===== src/psbpwm_pkg.sv =====
/*
 package for the phase-shift bridge pwm block: register map, field positions, reset values,
 timing counts and carrier types.
 assumes a 100 mhz core clock and an axi4-lite register bus.
*/
package psbpwm_pkg;
   localparam logic [7:0]  ADDR_CTRL     = 8'h00;
   localparam logic [7:0]  ADDR_PERIOD   = 8'h04;
   localparam logic [7:0]  ADDR_PHASE    = 8'h08;
   localparam logic [7:0]  ADDR_DEAD1    = 8'h0c;
   localparam logic [7:0]  ADDR_DEAD2    = 8'h10;
   localparam logic [7:0]  ADDR_STATUS   = 8'h14;
   localparam logic [7:0]  ADDR_IRQ_STAT = 8'h18;
   localparam logic [7:0]  ADDR_IRQ_MASK = 8'h1c;
   localparam logic [7:0]  ADDR_SS_TIME  = 8'h20;
   // ctrl fields
   localparam int CTRL_EN_BIT     = 0;
   localparam int CTRL_PEAK_BIT   = 1;
   localparam int CTRL_NODEAD1    = 2;
   localparam int CTRL_NODEAD2    = 3;
   localparam int CTRL_ADAPT_LSB  = 4;
   localparam int CTRL_ADAPT_W    = 2;
   localparam int CTRL_SYNC_BIT   = 6;
   // adaptive selections: full scales by load, off keeps dead time fixed
   localparam logic [1:0] ADAPT_OFF  = 2'h0;
   localparam logic [1:0] ADAPT_FULL = 2'h1;
   localparam logic [31:0] CTRL_RST     = 32'h0000_0001;
   localparam logic [15:0] PERIOD_RST   = 16'h0064;
   localparam logic [15:0] PHASE_RST    = 16'h0000;
   localparam logic [15:0] DEAD_RST     = 16'h0008;
   localparam int          SS_TIME_US   = 100;
   localparam int          CLK_MHZ      = 100;
   localparam logic [15:0] SS_TIME_RST  = 16'(SS_TIME_US * CLK_MHZ / 10);
   localparam logic [15:0] SSTOP_TIME   = 16'h0010;
   // irq bits
   localparam int IRQ_NOLOAD = 0;
   localparam int IRQ_CLIM   = 1;
   localparam int IRQ_OVC    = 2;
   localparam int IRQ_DIS    = 3;
   localparam int IRQ_W      = 4;
   localparam logic [1:0] RESP_OKAY   = 2'h0;
   localparam logic [1:0] RESP_SLVERR = 2'h2;

   typedef struct packed {
      logic no_load;
      logic clim;
      logic ovc;
      logic disable_n;
   } psbpwm_flags_t;

   typedef struct packed {
      logic first;
      logic second;
   } psbpwm_pair_t;
endpackage


===== src/psbpwm_top.sv =====
/*
 phase-shift full-bridge output logic: two legs, phase shift, dead time, fault blanking,
 soft start and soft stop, axi4-lite register access and an interrupt.
 assumes comparator levels and sync arrive asynchronously and pass two flip-flops here.
*/
// Contract
// - leg one outputs are exact complements apart from dead time
// - each leg output toggles at half oscillator rate, near half duty
// - leg two behaves like leg one: complementary, half rate, half duty
// - leg two outputs lag leg one outputs by the commanded phase shift
// - leg two may leave half duty while phase shift changes
// - both leg outputs low for the dead time before complement turns on
// - each leg has its own dead-time setting
// - per-leg option removes dead time, outputs switch as pure complements
// - full adaptive mode: zero-current dead time is four times peak-current dead time
// - adaptive off applies programmed dead time unchanged
// - no-load below 500 mV blanks outputs until above 600 mV
// - peak-current mode ends active pulse when current reaches threshold
// - overcurrent blanks outputs, soft stop, then full soft start
// - any disable or fault forces all four outputs low at once
// - soft stop lasts until soft-start level below disable threshold
// - external sync drive replaces internal oscillator as clock
`timescale 1ns/10ps
`default_nettype none
module psbpwm_top
   import psbpwm_pkg::*;
#(
   parameter int CW = 16
) (
   input  wire logic         core_clk,
   input  wire logic         reset_n,
   input  wire logic [7:0]   s_axi_awaddr,
   input  wire logic         s_axi_awvalid,
   output logic              s_axi_awready,
   input  wire logic [31:0]  s_axi_wdata,
   input  wire logic [3:0]   s_axi_wstrb,
   input  wire logic         s_axi_wvalid,
   output logic              s_axi_wready,
   output logic [1:0]        s_axi_bresp,
   output logic              s_axi_bvalid,
   input  wire logic         s_axi_bready,
   input  wire logic [7:0]   s_axi_araddr,
   input  wire logic         s_axi_arvalid,
   output logic              s_axi_arready,
   output logic [31:0]       s_axi_rdata,
   output logic [1:0]        s_axi_rresp,
   output logic              s_axi_rvalid,
   input  wire logic         s_axi_rready,
   input  wire logic         no_load_in,
   input  wire logic         current_limit_in,
   input  wire logic         overcurrent_in,
   input  wire logic         shutdown_n_in,
   input  wire logic         sync_in,
   output logic              sync_out,
   output logic              sync_oe,
   output logic              leg1_first_drive,
   output logic              leg1_second_drive,
   output logic              leg2_first_drive,
   output logic              leg2_second_drive,
   output logic              irq
);
   if (CW < 4 || CW > 16) begin : g_cw_check
      $error("CW must be 4..16");
   end

   typedef enum logic [3:0] {
      ST_START = 4'b0001,
      ST_RUN   = 4'b0010,
      ST_STOP  = 4'b0100,
      ST_HOLD  = 4'b1000
   } psbpwm_state_t;

   // registers
   logic [31:0]       ctrl_ff;
   logic [15:0]       period_ff, phase_ff, dead1_ff, dead2_ff, ss_time_ff;
   logic [IRQ_W-1:0]  irq_stat_ff, irq_mask_ff;
   // synchronisers: stage one is read only by stage two
   psbpwm_flags_t     s1_ff, s2_ff;
   logic              sync1_ff, sync2_ff, sync3_ff;
   logic              noload_ff;
   psbpwm_state_t     state_ff;
   logic [15:0]       osc_ff, ss_ff, lag_ff;
   logic              cmd1_ff, cmd2_ff, clim_cut_ff;
   logic              aw_ff, w_ff;
   logic [7:0]        awaddr_ff;
   logic [31:0]       wdata_ff;
   logic [3:0]        wstrb_ff;

   always_ff @(posedge core_clk) begin
      if (!reset_n) begin
         s1_ff    <= 4'h1;
         s2_ff    <= 4'h1;
         sync1_ff <= 1'b0;
         sync2_ff <= 1'b0;
         sync3_ff <= 1'b0;
      end else begin
         s1_ff    <= {no_load_in, current_limit_in, overcurrent_in, shutdown_n_in};
         s2_ff    <= s1_ff;
         sync1_ff <= sync_in;
         sync2_ff <= sync1_ff;
         sync3_ff <= sync2_ff;
      end
   end

   // no-load comparator already carries 500/600 mV hysteresis; hold its level here
   always_ff @(posedge core_clk) begin
      if (!reset_n) noload_ff <= 1'b1;
      else noload_ff <= s2_ff.no_load;
   end

   // oscillator tick: internal divider or external sync rising edge
   logic ext_sync, osc_tick, running, kill;
   assign ext_sync = ctrl_ff[CTRL_SYNC_BIT];
   assign osc_tick = ext_sync ? (sync2_ff && !sync3_ff)
                              : (osc_ff == 16'h0);
   assign running  = (state_ff == ST_RUN) && ctrl_ff[CTRL_EN_BIT];
   // no-load blanks from the synchroniser, as fast as the other faults
   assign kill     = !running || s2_ff.no_load || !s2_ff.disable_n || s2_ff.ovc
                     || clim_cut_ff;

   always_ff @(posedge core_clk) begin
      if (!reset_n) osc_ff <= 16'h0;
      else if (osc_ff == 16'h0) osc_ff <= period_ff - 16'h1;
      else osc_ff <= osc_ff - 16'h1;
   end

   // legs toggle at half oscillator rate; leg two command lags by phase count
   logic lag_zero;
   assign lag_zero = (lag_ff == 16'h0);
   always_ff @(posedge core_clk) begin
      if (!reset_n) begin
         cmd1_ff <= 1'b0;
         cmd2_ff <= 1'b0;
         lag_ff  <= 16'h0;
      end else begin
         if (osc_tick) begin
            cmd1_ff <= !cmd1_ff;
            lag_ff  <= phase_ff;
         end else if (!lag_zero) begin
            lag_ff  <= lag_ff - 16'h1;
         end
         // a new phase value just stretches or trims one leg-two half cycle
         if ((osc_tick && phase_ff == 16'h0) || lag_ff == 16'h1) begin
            cmd2_ff <= osc_tick ? !cmd1_ff : cmd1_ff;
         end
      end
   end

   // peak-current mode: pulse ends for the rest of this cycle
   always_ff @(posedge core_clk) begin
      if (!reset_n) clim_cut_ff <= 1'b0;
      else if (osc_tick) clim_cut_ff <= 1'b0;
      else if (ctrl_ff[CTRL_PEAK_BIT] && s2_ff.clim) clim_cut_ff <= 1'b1;
   end

   // adaptive dead time: at zero current 4x the peak-current value
   logic [15:0] dead1_eff, dead2_eff;
   logic        full_ad, quarter;
   assign full_ad   = (ctrl_ff[CTRL_ADAPT_LSB +: CTRL_ADAPT_W] == ADAPT_FULL);
   assign quarter   = full_ad && s2_ff.clim;
   assign dead1_eff = quarter ? {2'h0, dead1_ff[15:2]} : dead1_ff;
   assign dead2_eff = quarter ? {2'h0, dead2_ff[15:2]} : dead2_ff;

   psbpwm_pair_t d1, d2;
   psbpwm_leg #(.CW(CW)) u_leg1 (
      .core_clk (core_clk),
      .reset_n  (reset_n),
      .phase_cmd(cmd1_ff),
      .kill     (kill),
      .no_dead  (ctrl_ff[CTRL_NODEAD1]),
      .dead_cnt (dead1_eff[CW-1:0]),
      .drive    (d1)
   );
   psbpwm_leg #(.CW(CW)) u_leg2 (
      .core_clk (core_clk),
      .reset_n  (reset_n),
      .phase_cmd(cmd2_ff),
      .kill     (kill),
      .no_dead  (ctrl_ff[CTRL_NODEAD2]),
      .dead_cnt (dead2_eff[CW-1:0]),
      .drive    (d2)
   );
   // legs already register their drives; repeat kill so blanking lands in one edge
   always_ff @(posedge core_clk) begin
      if (!reset_n) begin
         leg1_first_drive  <= 1'b0;
         leg1_second_drive <= 1'b0;
         leg2_first_drive  <= 1'b0;
         leg2_second_drive <= 1'b0;
      end else begin
         leg1_first_drive  <= d1.first && !kill;
         leg1_second_drive <= d1.second && !kill;
         leg2_first_drive  <= d2.first && !kill;
         leg2_second_drive <= d2.second && !kill;
      end
   end

   // soft-start level model: ramps up in start, down in stop
   always_ff @(posedge core_clk) begin
      if (!reset_n) begin
         state_ff <= ST_START;
         ss_ff    <= 16'h0;
      end else begin
         case (state_ff)
            ST_START: begin
               if (!s2_ff.disable_n) ss_ff <= 16'h0;
               else if (ss_ff >= ss_time_ff) state_ff <= ST_RUN;
               else ss_ff <= ss_ff + 16'h1;
            end
            ST_RUN: begin
               if (s2_ff.ovc) state_ff <= ST_STOP;
               else if (!s2_ff.disable_n) state_ff <= ST_HOLD;
            end
            ST_STOP: begin
               if (ss_ff <= SSTOP_TIME) begin
                  ss_ff    <= 16'h0;
                  state_ff <= ST_START;
               end else begin
                  ss_ff <= ss_ff - SSTOP_TIME;
               end
            end
            ST_HOLD: begin
               ss_ff <= 16'h0;
               if (s2_ff.disable_n) state_ff <= ST_START;
            end
            default: state_ff <= ST_START;
         endcase
      end
   end

   // sync pin drives out the internal clock when not taking an external one
   always_ff @(posedge core_clk) begin
      if (!reset_n) begin
         sync_out <= 1'b0;
         sync_oe  <= 1'b0;
      end else begin
         sync_out <= !ext_sync && osc_tick;
         sync_oe  <= !ext_sync;
      end
   end

   // axi4-lite write: address and data taken in either order
   logic do_write, w_hit;
   logic [IRQ_W-1:0] ev;
   assign do_write = aw_ff && w_ff && !s_axi_bvalid;
   assign ev = {!s2_ff.disable_n, s2_ff.ovc, s2_ff.clim, noload_ff};
   assign w_hit = (awaddr_ff == ADDR_CTRL) || (awaddr_ff == ADDR_PERIOD)
                  || (awaddr_ff == ADDR_PHASE) || (awaddr_ff == ADDR_DEAD1)
                  || (awaddr_ff == ADDR_DEAD2) || (awaddr_ff == ADDR_IRQ_STAT)
                  || (awaddr_ff == ADDR_IRQ_MASK) || (awaddr_ff == ADDR_SS_TIME);

   always_ff @(posedge core_clk) begin
      if (!reset_n) begin
         aw_ff <= 1'b0;
         w_ff  <= 1'b0;
         awaddr_ff <= 8'h0;
         wdata_ff  <= 32'h0;
         wstrb_ff  <= 4'h0;
         s_axi_bvalid <= 1'b0;
         s_axi_bresp  <= RESP_OKAY;
      end else begin
         if (s_axi_awvalid && s_axi_awready) begin
            aw_ff <= 1'b1;
            awaddr_ff <= s_axi_awaddr;
         end
         if (s_axi_wvalid && s_axi_wready) begin
            w_ff <= 1'b1;
            wdata_ff <= s_axi_wdata;
            wstrb_ff <= s_axi_wstrb;
         end
         if (do_write) begin
            aw_ff <= 1'b0;
            w_ff  <= 1'b0;
            s_axi_bvalid <= 1'b1;
            s_axi_bresp  <= w_hit ? RESP_OKAY : RESP_SLVERR;
         end else if (s_axi_bvalid && s_axi_bready) begin
            s_axi_bvalid <= 1'b0;
         end
      end
   end
   assign s_axi_awready = !aw_ff;
   assign s_axi_wready  = !w_ff;

   logic [31:0] wmask, wval;
   assign wmask = {{8{wstrb_ff[3]}}, {8{wstrb_ff[2]}}, {8{wstrb_ff[1]}}, {8{wstrb_ff[0]}}};
   assign wval  = wdata_ff & wmask;
   always_ff @(posedge core_clk) begin
      if (!reset_n) begin
         ctrl_ff    <= CTRL_RST;
         period_ff  <= PERIOD_RST;
         phase_ff   <= PHASE_RST;
         dead1_ff   <= DEAD_RST;
         dead2_ff   <= DEAD_RST;
         ss_time_ff <= SS_TIME_RST;
         irq_mask_ff <= '0;
         irq_stat_ff <= '0;
      end else begin
         if (do_write && awaddr_ff == ADDR_CTRL)
            ctrl_ff <= (ctrl_ff & ~wmask) | wval;
         if (do_write && awaddr_ff == ADDR_PERIOD && wval[15:0] > 16'h1)
            period_ff <= wval[15:0];
         if (do_write && awaddr_ff == ADDR_PHASE)
            phase_ff <= wval[15:0];
         if (do_write && awaddr_ff == ADDR_DEAD1)
            dead1_ff <= wval[15:0];
         if (do_write && awaddr_ff == ADDR_DEAD2)
            dead2_ff <= wval[15:0];
         if (do_write && awaddr_ff == ADDR_SS_TIME)
            ss_time_ff <= wval[15:0];
         if (do_write && awaddr_ff == ADDR_IRQ_MASK)
            irq_mask_ff <= wval[IRQ_W-1:0];
         // a new event wins over a write-one clear in the same cycle
         irq_stat_ff <= (irq_stat_ff & ~((do_write && awaddr_ff == ADDR_IRQ_STAT)
                        ? wval[IRQ_W-1:0] : {IRQ_W{1'b0}})) | ev;
      end
   end

   // axi4-lite read
   logic [31:0] rd_mux;
   assign rd_mux = (s_axi_araddr == ADDR_CTRL)     ? ctrl_ff :
                   (s_axi_araddr == ADDR_PERIOD)   ? {16'h0, period_ff} :
                   (s_axi_araddr == ADDR_PHASE)    ? {16'h0, phase_ff} :
                   (s_axi_araddr == ADDR_DEAD1)    ? {16'h0, dead1_ff} :
                   (s_axi_araddr == ADDR_DEAD2)    ? {16'h0, dead2_ff} :
                   (s_axi_araddr == ADDR_STATUS)   ? {24'h0, state_ff, ev} :
                   (s_axi_araddr == ADDR_IRQ_STAT) ? {28'h0, irq_stat_ff} :
                   (s_axi_araddr == ADDR_IRQ_MASK) ? {28'h0, irq_mask_ff} :
                   (s_axi_araddr == ADDR_SS_TIME)  ? {16'h0, ss_time_ff} : 32'h0;
   logic r_hit;
   assign r_hit = (s_axi_araddr <= ADDR_SS_TIME) && (s_axi_araddr[1:0] == 2'h0);
   always_ff @(posedge core_clk) begin
      if (!reset_n) begin
         s_axi_rvalid <= 1'b0;
         s_axi_rdata  <= 32'h0;
         s_axi_rresp  <= RESP_OKAY;
         irq          <= 1'b0;
      end else begin
         if (s_axi_arvalid && s_axi_arready) begin
            s_axi_rvalid <= 1'b1;
            s_axi_rdata  <= rd_mux;
            s_axi_rresp  <= r_hit ? RESP_OKAY : RESP_SLVERR;
         end else if (s_axi_rvalid && s_axi_rready) begin
            s_axi_rvalid <= 1'b0;
         end
         irq <= |(irq_stat_ff & irq_mask_ff);
      end
   end
   assign s_axi_arready = !s_axi_rvalid;

   // checks
   property p_leg1_comp;
      @(posedge core_clk) disable iff (!reset_n)
         !(leg1_first_drive && leg1_second_drive);
   endproperty
   a_leg1_comp: assert property (p_leg1_comp) else $error("leg1 overlap");
   property p_leg2_comp;
      @(posedge core_clk) disable iff (!reset_n)
         !(leg2_first_drive && leg2_second_drive);
   endproperty
   a_leg2_comp: assert property (p_leg2_comp) else $error("leg2 overlap");
   property p_half_rate;
      @(posedge core_clk) disable iff (!reset_n)
         osc_tick |=> (cmd1_ff != $past(cmd1_ff));
   endproperty
   a_half_rate: assert property (p_half_rate) else $error("leg1 did not toggle");
   property p_fault_kill;
      @(posedge core_clk) disable iff (!reset_n)
         (s2_ff.ovc || !s2_ff.disable_n) |=> ##1 !(leg1_first_drive || leg1_second_drive
            || leg2_first_drive || leg2_second_drive);
   endproperty
   a_fault_kill: assert property (p_fault_kill) else $error("outputs not blanked");
   property p_ovc_stop;
      @(posedge core_clk) disable iff (!reset_n)
         (state_ff == ST_RUN && s2_ff.ovc) |=> state_ff == ST_STOP;
   endproperty
   a_ovc_stop: assert property (p_ovc_stop) else $error("no soft stop");
   property p_stop_to_start;
      @(posedge core_clk) disable iff (!reset_n)
         (state_ff == ST_STOP && ss_ff <= SSTOP_TIME) |=> state_ff == ST_START && ss_ff == 16'h0;
   endproperty
   a_stop_to_start: assert property (p_stop_to_start) else $error("soft stop end");
   property p_noload;
      @(posedge core_clk) disable iff (!reset_n)
         s2_ff.no_load |=> ##1 !(leg1_first_drive || leg2_first_drive);
   endproperty
   a_noload: assert property (p_noload) else $error("no-load not blanked");
   property p_start_quiet;
      @(posedge core_clk) disable iff (!reset_n)
         (state_ff == ST_START) |=> ##1 !(leg1_first_drive || leg1_second_drive);
   endproperty
   a_start_quiet: assert property (p_start_quiet) else $error("switching in soft start");
endmodule
`default_nettype wire


===== src/psbpwm_leg.sv =====
/*
 one bridge leg: takes a square phase command and makes a complementary output pair with
 dead time inserted on each turn-on.
 assumes the command and dead count are on core_clk; kill forces outputs low at once.
*/
`timescale 1ns/10ps
`default_nettype none
module psbpwm_leg
   import psbpwm_pkg::*;
#(
   parameter int CW = 16
) (
   input  wire logic          core_clk,
   input  wire logic          reset_n,
   input  wire logic          phase_cmd,
   input  wire logic          kill,
   input  wire logic          no_dead,
   input  wire logic [CW-1:0] dead_cnt,
   output var  psbpwm_pair_t  drive
);
   logic          cmd_ff;
   logic [CW-1:0] gap_ff;
   logic          gap_zero;
   psbpwm_pair_t  nxt_drive;

   assign gap_zero = (gap_ff == '0);
   // both low while the gap runs; pure complements when dead time is off
   assign nxt_drive.first  = !kill && cmd_ff && (no_dead || gap_zero);
   assign nxt_drive.second = !kill && !cmd_ff && (no_dead || gap_zero);

   always_ff @(posedge core_clk) begin
      if (!reset_n) begin
         cmd_ff <= 1'b0;
         gap_ff <= '0;
         drive  <= '0;
      end else begin
         cmd_ff <= phase_cmd;
         if (phase_cmd != cmd_ff) begin
            gap_ff <= dead_cnt;
         end else if (!gap_zero) begin
            gap_ff <= gap_ff - CW'(1);
         end
         drive <= nxt_drive;
      end
   end

   property p_dead_gap;
      @(posedge core_clk) disable iff (!reset_n)
         !(drive.first && drive.second);
   endproperty
   a_dead_gap: assert property (p_dead_gap) else $error("leg outputs overlap");
endmodule
`default_nettype wire


===== config.mk =====
export PLATFORM = sky130hd
export DESIGN_NAME = psbpwm_top
export DESIGN_NICKNAME = d
export VERILOG_FILES = /design/src/psbpwm_pkg.sv /design/src/psbpwm_top.sv /design/src/psbpwm_leg.sv
export SDC_FILE = /design/constraint.sdc
export NUM_CORES = 1
export LEC_CHECK = 0
export ABC_AREA = 1
export BUFFER_PORTS_ARGS = -buffer_cell sky130_fd_sc_hd__buf_4
export CAP_MARGIN = 20
export CORE_ASPECT_RATIO = 0.7
export CORE_UTILIZATION = 45
export DETAILED_ROUTE_END_ITERATION = 7
export PLACE_DENSITY_LB_ADDON = 0.12
export SYNTH_ARGS = -nofsm -noshare
export SYNTH_HDL_FRONTEND = slang
export SYNTH_SLANG_ARGS = --single-unit

===== constraint.sdc =====
create_clock -name core_clk -period 1.9 [get_ports core_clk]
set_input_delay 0.095 -clock core_clk [delete_from_list [all_inputs] [get_ports core_clk]]
set_output_delay 0.095 -clock core_clk [all_outputs]
set_load 0.005 [all_outputs]

==> metrics <==
setup violators final=2; CTS H-tree lvls=2; flops & latches, synth=314; status=finished, violations left; register area share after synthesis=41.5%; part of the power in registers=31.3%; Final Wtd Congestion=0.964; crit path capture type=flip-flop; Hold Crit Class=in2reg; Yosys top cell area share=41.5%; Combinational Power Share=42.3%; Leakage=8.79 nW; worst-margin pin slew=760 ps; Setup WS pre-CTS=-159 ps; XOR/XNOR Fraction of Synth Area=1.90%; switch share=37.9%; Rows=55; gr usage total=28.4%; RSZ-0062 raised after global routing=yes; DP HPWL=35.9 mm; hold_sp=s_axi_arvalid; Area growth, synth to finish=31.8%; synth top area cells=dfxtp_1, nand2_1, a21oi_1; Worst Slack Setup Final=-4.94 ps; Final nets=2566; Psw=0.00960 W; largest family of logic cells by synthesized area=simple AND/OR/NAND/NOR gates; PortBufs=109; Yosys Warn Count=0; Compound-Gate Fraction of Synth Area=19.1%; failing checks=setup timing; cell taking the most area after synthesis=dfxtp_1; main flop type after synthesis=dfxtp_1; layout cells sized above 1=20.8%; CTS sink cnt=314; crit path DAT=2310 ps; Pint=0.0157 W; Initial Util=46.3%; Max Cap Viol=0; Synth cell types=50; worst reg2reg startpoint=ss_time_ff[15]; clock share of power=26.4%; clock-pin slew on the worst setup and hold paths=70 ps; Remaining DRCs=0; Mapped Cells=2197; adder-cell share of the synthesized area=2.15%; critical path class=reg2reg; Slew headroom=49.3%; Synth async-reset ratio=0%; largest net degree at the start of global routing=187; mux share of post-synthesis cell area=0%; Die Y=155 um; Die Width=221 um; vias per inst=5.36; Mapped Avg Cell Area=6.89 um^2; placed cell area=17500 um^2; Final Hold Vio Count=0; DRT Pass-1 Iters=6; initial antenna violation count=1; die area=34400 um^2; Worst-Skew Late Latency=540 ps; Post-synth EDFFs=0; Simple-Gate Fraction of Synth Area=25.9%; vias=15.7k; max-slew violation count=0; Startpoint Class=flip-flop; Core ar.=32700 um^2; clk_skew=25.4 ps; worst path required time=2310 ps; CTS Buffer Depth=3; GRT Residual Overflow=0; CTS Buf Count=34; ANT nets after route=0; vias in the first global route=14.2k; final wirelength=49.8 mm; final routed wire length divided by cell count=17.0 um; minimum clock period=1900 ps; pwr/cell area=1270 nW/um^2; critical path launch point=ss_time_ff[15]; io pins=112; fmax=525 MHz; mapped cell area=15100 um^2; first-pass GRT wire length=77.8 mm; Non-Filler Cell Area, Final=20000 um^2; Final period util=100%; Initial DRC Count=1502; TritonCTS clock tree=built; critical-path maximum fanout=7; clk root buf=clkbuf_16; VDD IR max=0.670 mV
==> cell type report <==
cell class / count / area (um^2)
multi-input combinational: 1522 / 8010
fill: 2966 / 12700
clock inverter: 9 / 96.3
clock buffer: 52 / 1020
antenna: 1 / 2.50
timing repair buffer: 337 / 2970
inverter: 267 / 1010
sequential: 314 / 6310
tap: 427 / 534
==> cell families (layout without fill, tap and decap cells) <==
kind of cell | after synthesis | after routing
and+or+nand+nor | 924 | 924
AOI/OAI and AO/OA | 538 | 538
buffers and inverters | 362 | 665
DFF | 314 | 314
xor gates and xnor gates | 32 | 32
adders and majority gates | 26 | 26
other | 1 | 3
==> cells in the final DEF, fill, tap and decap left out, types with 7 or more instances in the layout <==
cell           count
o22ai_1           13
nand2_1          355
dlygate4sd3_1     54
nand4_1           29
clkbuf_1           9
nand2_2           36
o21ai_0          198
a21oi_1          224
xor2_1            24
nand3_2           10
clkbuf_8           8
clkbuf_16         37
inv_1            244
nand3_1          103
a21oi_2           14
buf_12            16
buf_4            253
nor2_4             8
nor2_1           284
nor2_2            30
inv_2             16
dfxtp_1          295
o21ai_1           12
o211ai_1          18
a211oi_1          31
dfxtp_2           18
xnor2_1            7
ha_4               9
nor3_1            29
buf_6              8
ha_1              16
==> cells in the mapped netlist (4+ instances only) <==
cell / number
nand2_1: 393
dfxtp_1: 314
nor2_1: 312
inv_1: 259
a21oi_1: 238
o21ai_0: 216
nand3_1: 114
clkbuf_1: 58
a211oi_1: 32
nor3_1: 31
nand4_1: 29
ha_1: 26
buf_2: 24
xor2_1: 24
o211ai_1: 18
o22ai_1: 13
nor2_2: 9
nor4_1: 8
xnor2_1: 7
buf_4: 6
inv_2: 5
or2_2: 5
a22oi_1: 4
a31oi_1: 4
buf_1: 4
nand2_2: 4
nand3b_1: 4
==> routing by layer <==
| metal | global-route usage (%) | vias up | routed length (um) | part of all wire, % |
|---|---|---|---|---|
| met5 | 0 | - | 0 | 0 |
| met1 | 42.3 | 7275 | 24100 | 48 |
| met4 | 5.63 | 0 | 870 | 1.7 |
| li1 | - | 7776 | - | - |
| met2 | 41.6 | 590 | 20800 | 42 |
| met3 | 6.02 | 73 | 4060 | 8.2 |
==> worst max-delay path: stages, from the launching register on <==
cell and delay (ps):
dfxtp_1 310, inv_1 50, ha_1 320, a21oi_1 160, o21ai_1 90, a21oi_2 180
nand3_2 120, nand2_4 130, nand2_4 90, clkbuf_16 180, o21ai_1 120, nor2_1 50
==> worst paths after layout <==
| path | endpoint | slack (ps) | cells after the start |
|---|---|---|---|
| setup / recovery | ss_ff[12] | -5 | 11 |
| hold reg to reg | ev[2] | 410 | 2 |
| hold / removal | s_axi_rdata[3] | 90 | 5 |
| setup reg to reg | ss_ff[12] | -5 | 11 |
==> stage by stage <==
stage | hold slack, ps | std cells | utilization [%] | power, W | setup TNS (ps)
6_report | 89.7 | 2929 | 61.0 | 0.0253 | -7.07
5_1_grt | 88.9 | 2928 | 61.0 | 0.0270 | -3290
4_1_cts | 49.3 | 2917 | 58.9 | 0.0242 | -22.1
3_5_place_dp | 282 | 2799 | 53.5 | 0.0170 | -2920
3_3_place_gp | 279 | 2799 | 53.5 | 0.0169 | -1600
2_1_floorplan | 193 | 2198 | - | 0.0140 | 0
==> repair_timing <==
item	in CTS	in global routing
hold buffers	54	0
endpoints found under the setup margin	40	135
hold endpoints to repair	54	0
buffers inserted	2	9
gates resized for setup	20	182
cloned	1	3
pin swaps	8	36
==> power groups by stage <==
| stage | combinational [W] | sequential, W | clock (W) |
|---|---|---|---|
| after global routing | 0.0120 | 0.00801 | 0.00704 |
| after detailed placement | 0.00904 | 0.00800 | 0 |
| final | 0.0107 | 0.00793 | 0.00668 |
| after CTS | 0.00952 | 0.00787 | 0.00677 |
| after floorplan | 0.00610 | 0.00792 | 0 |
| after global placement | 0.00893 | 0.00799 | 0 |
Power figures use the tool's default switching activity.
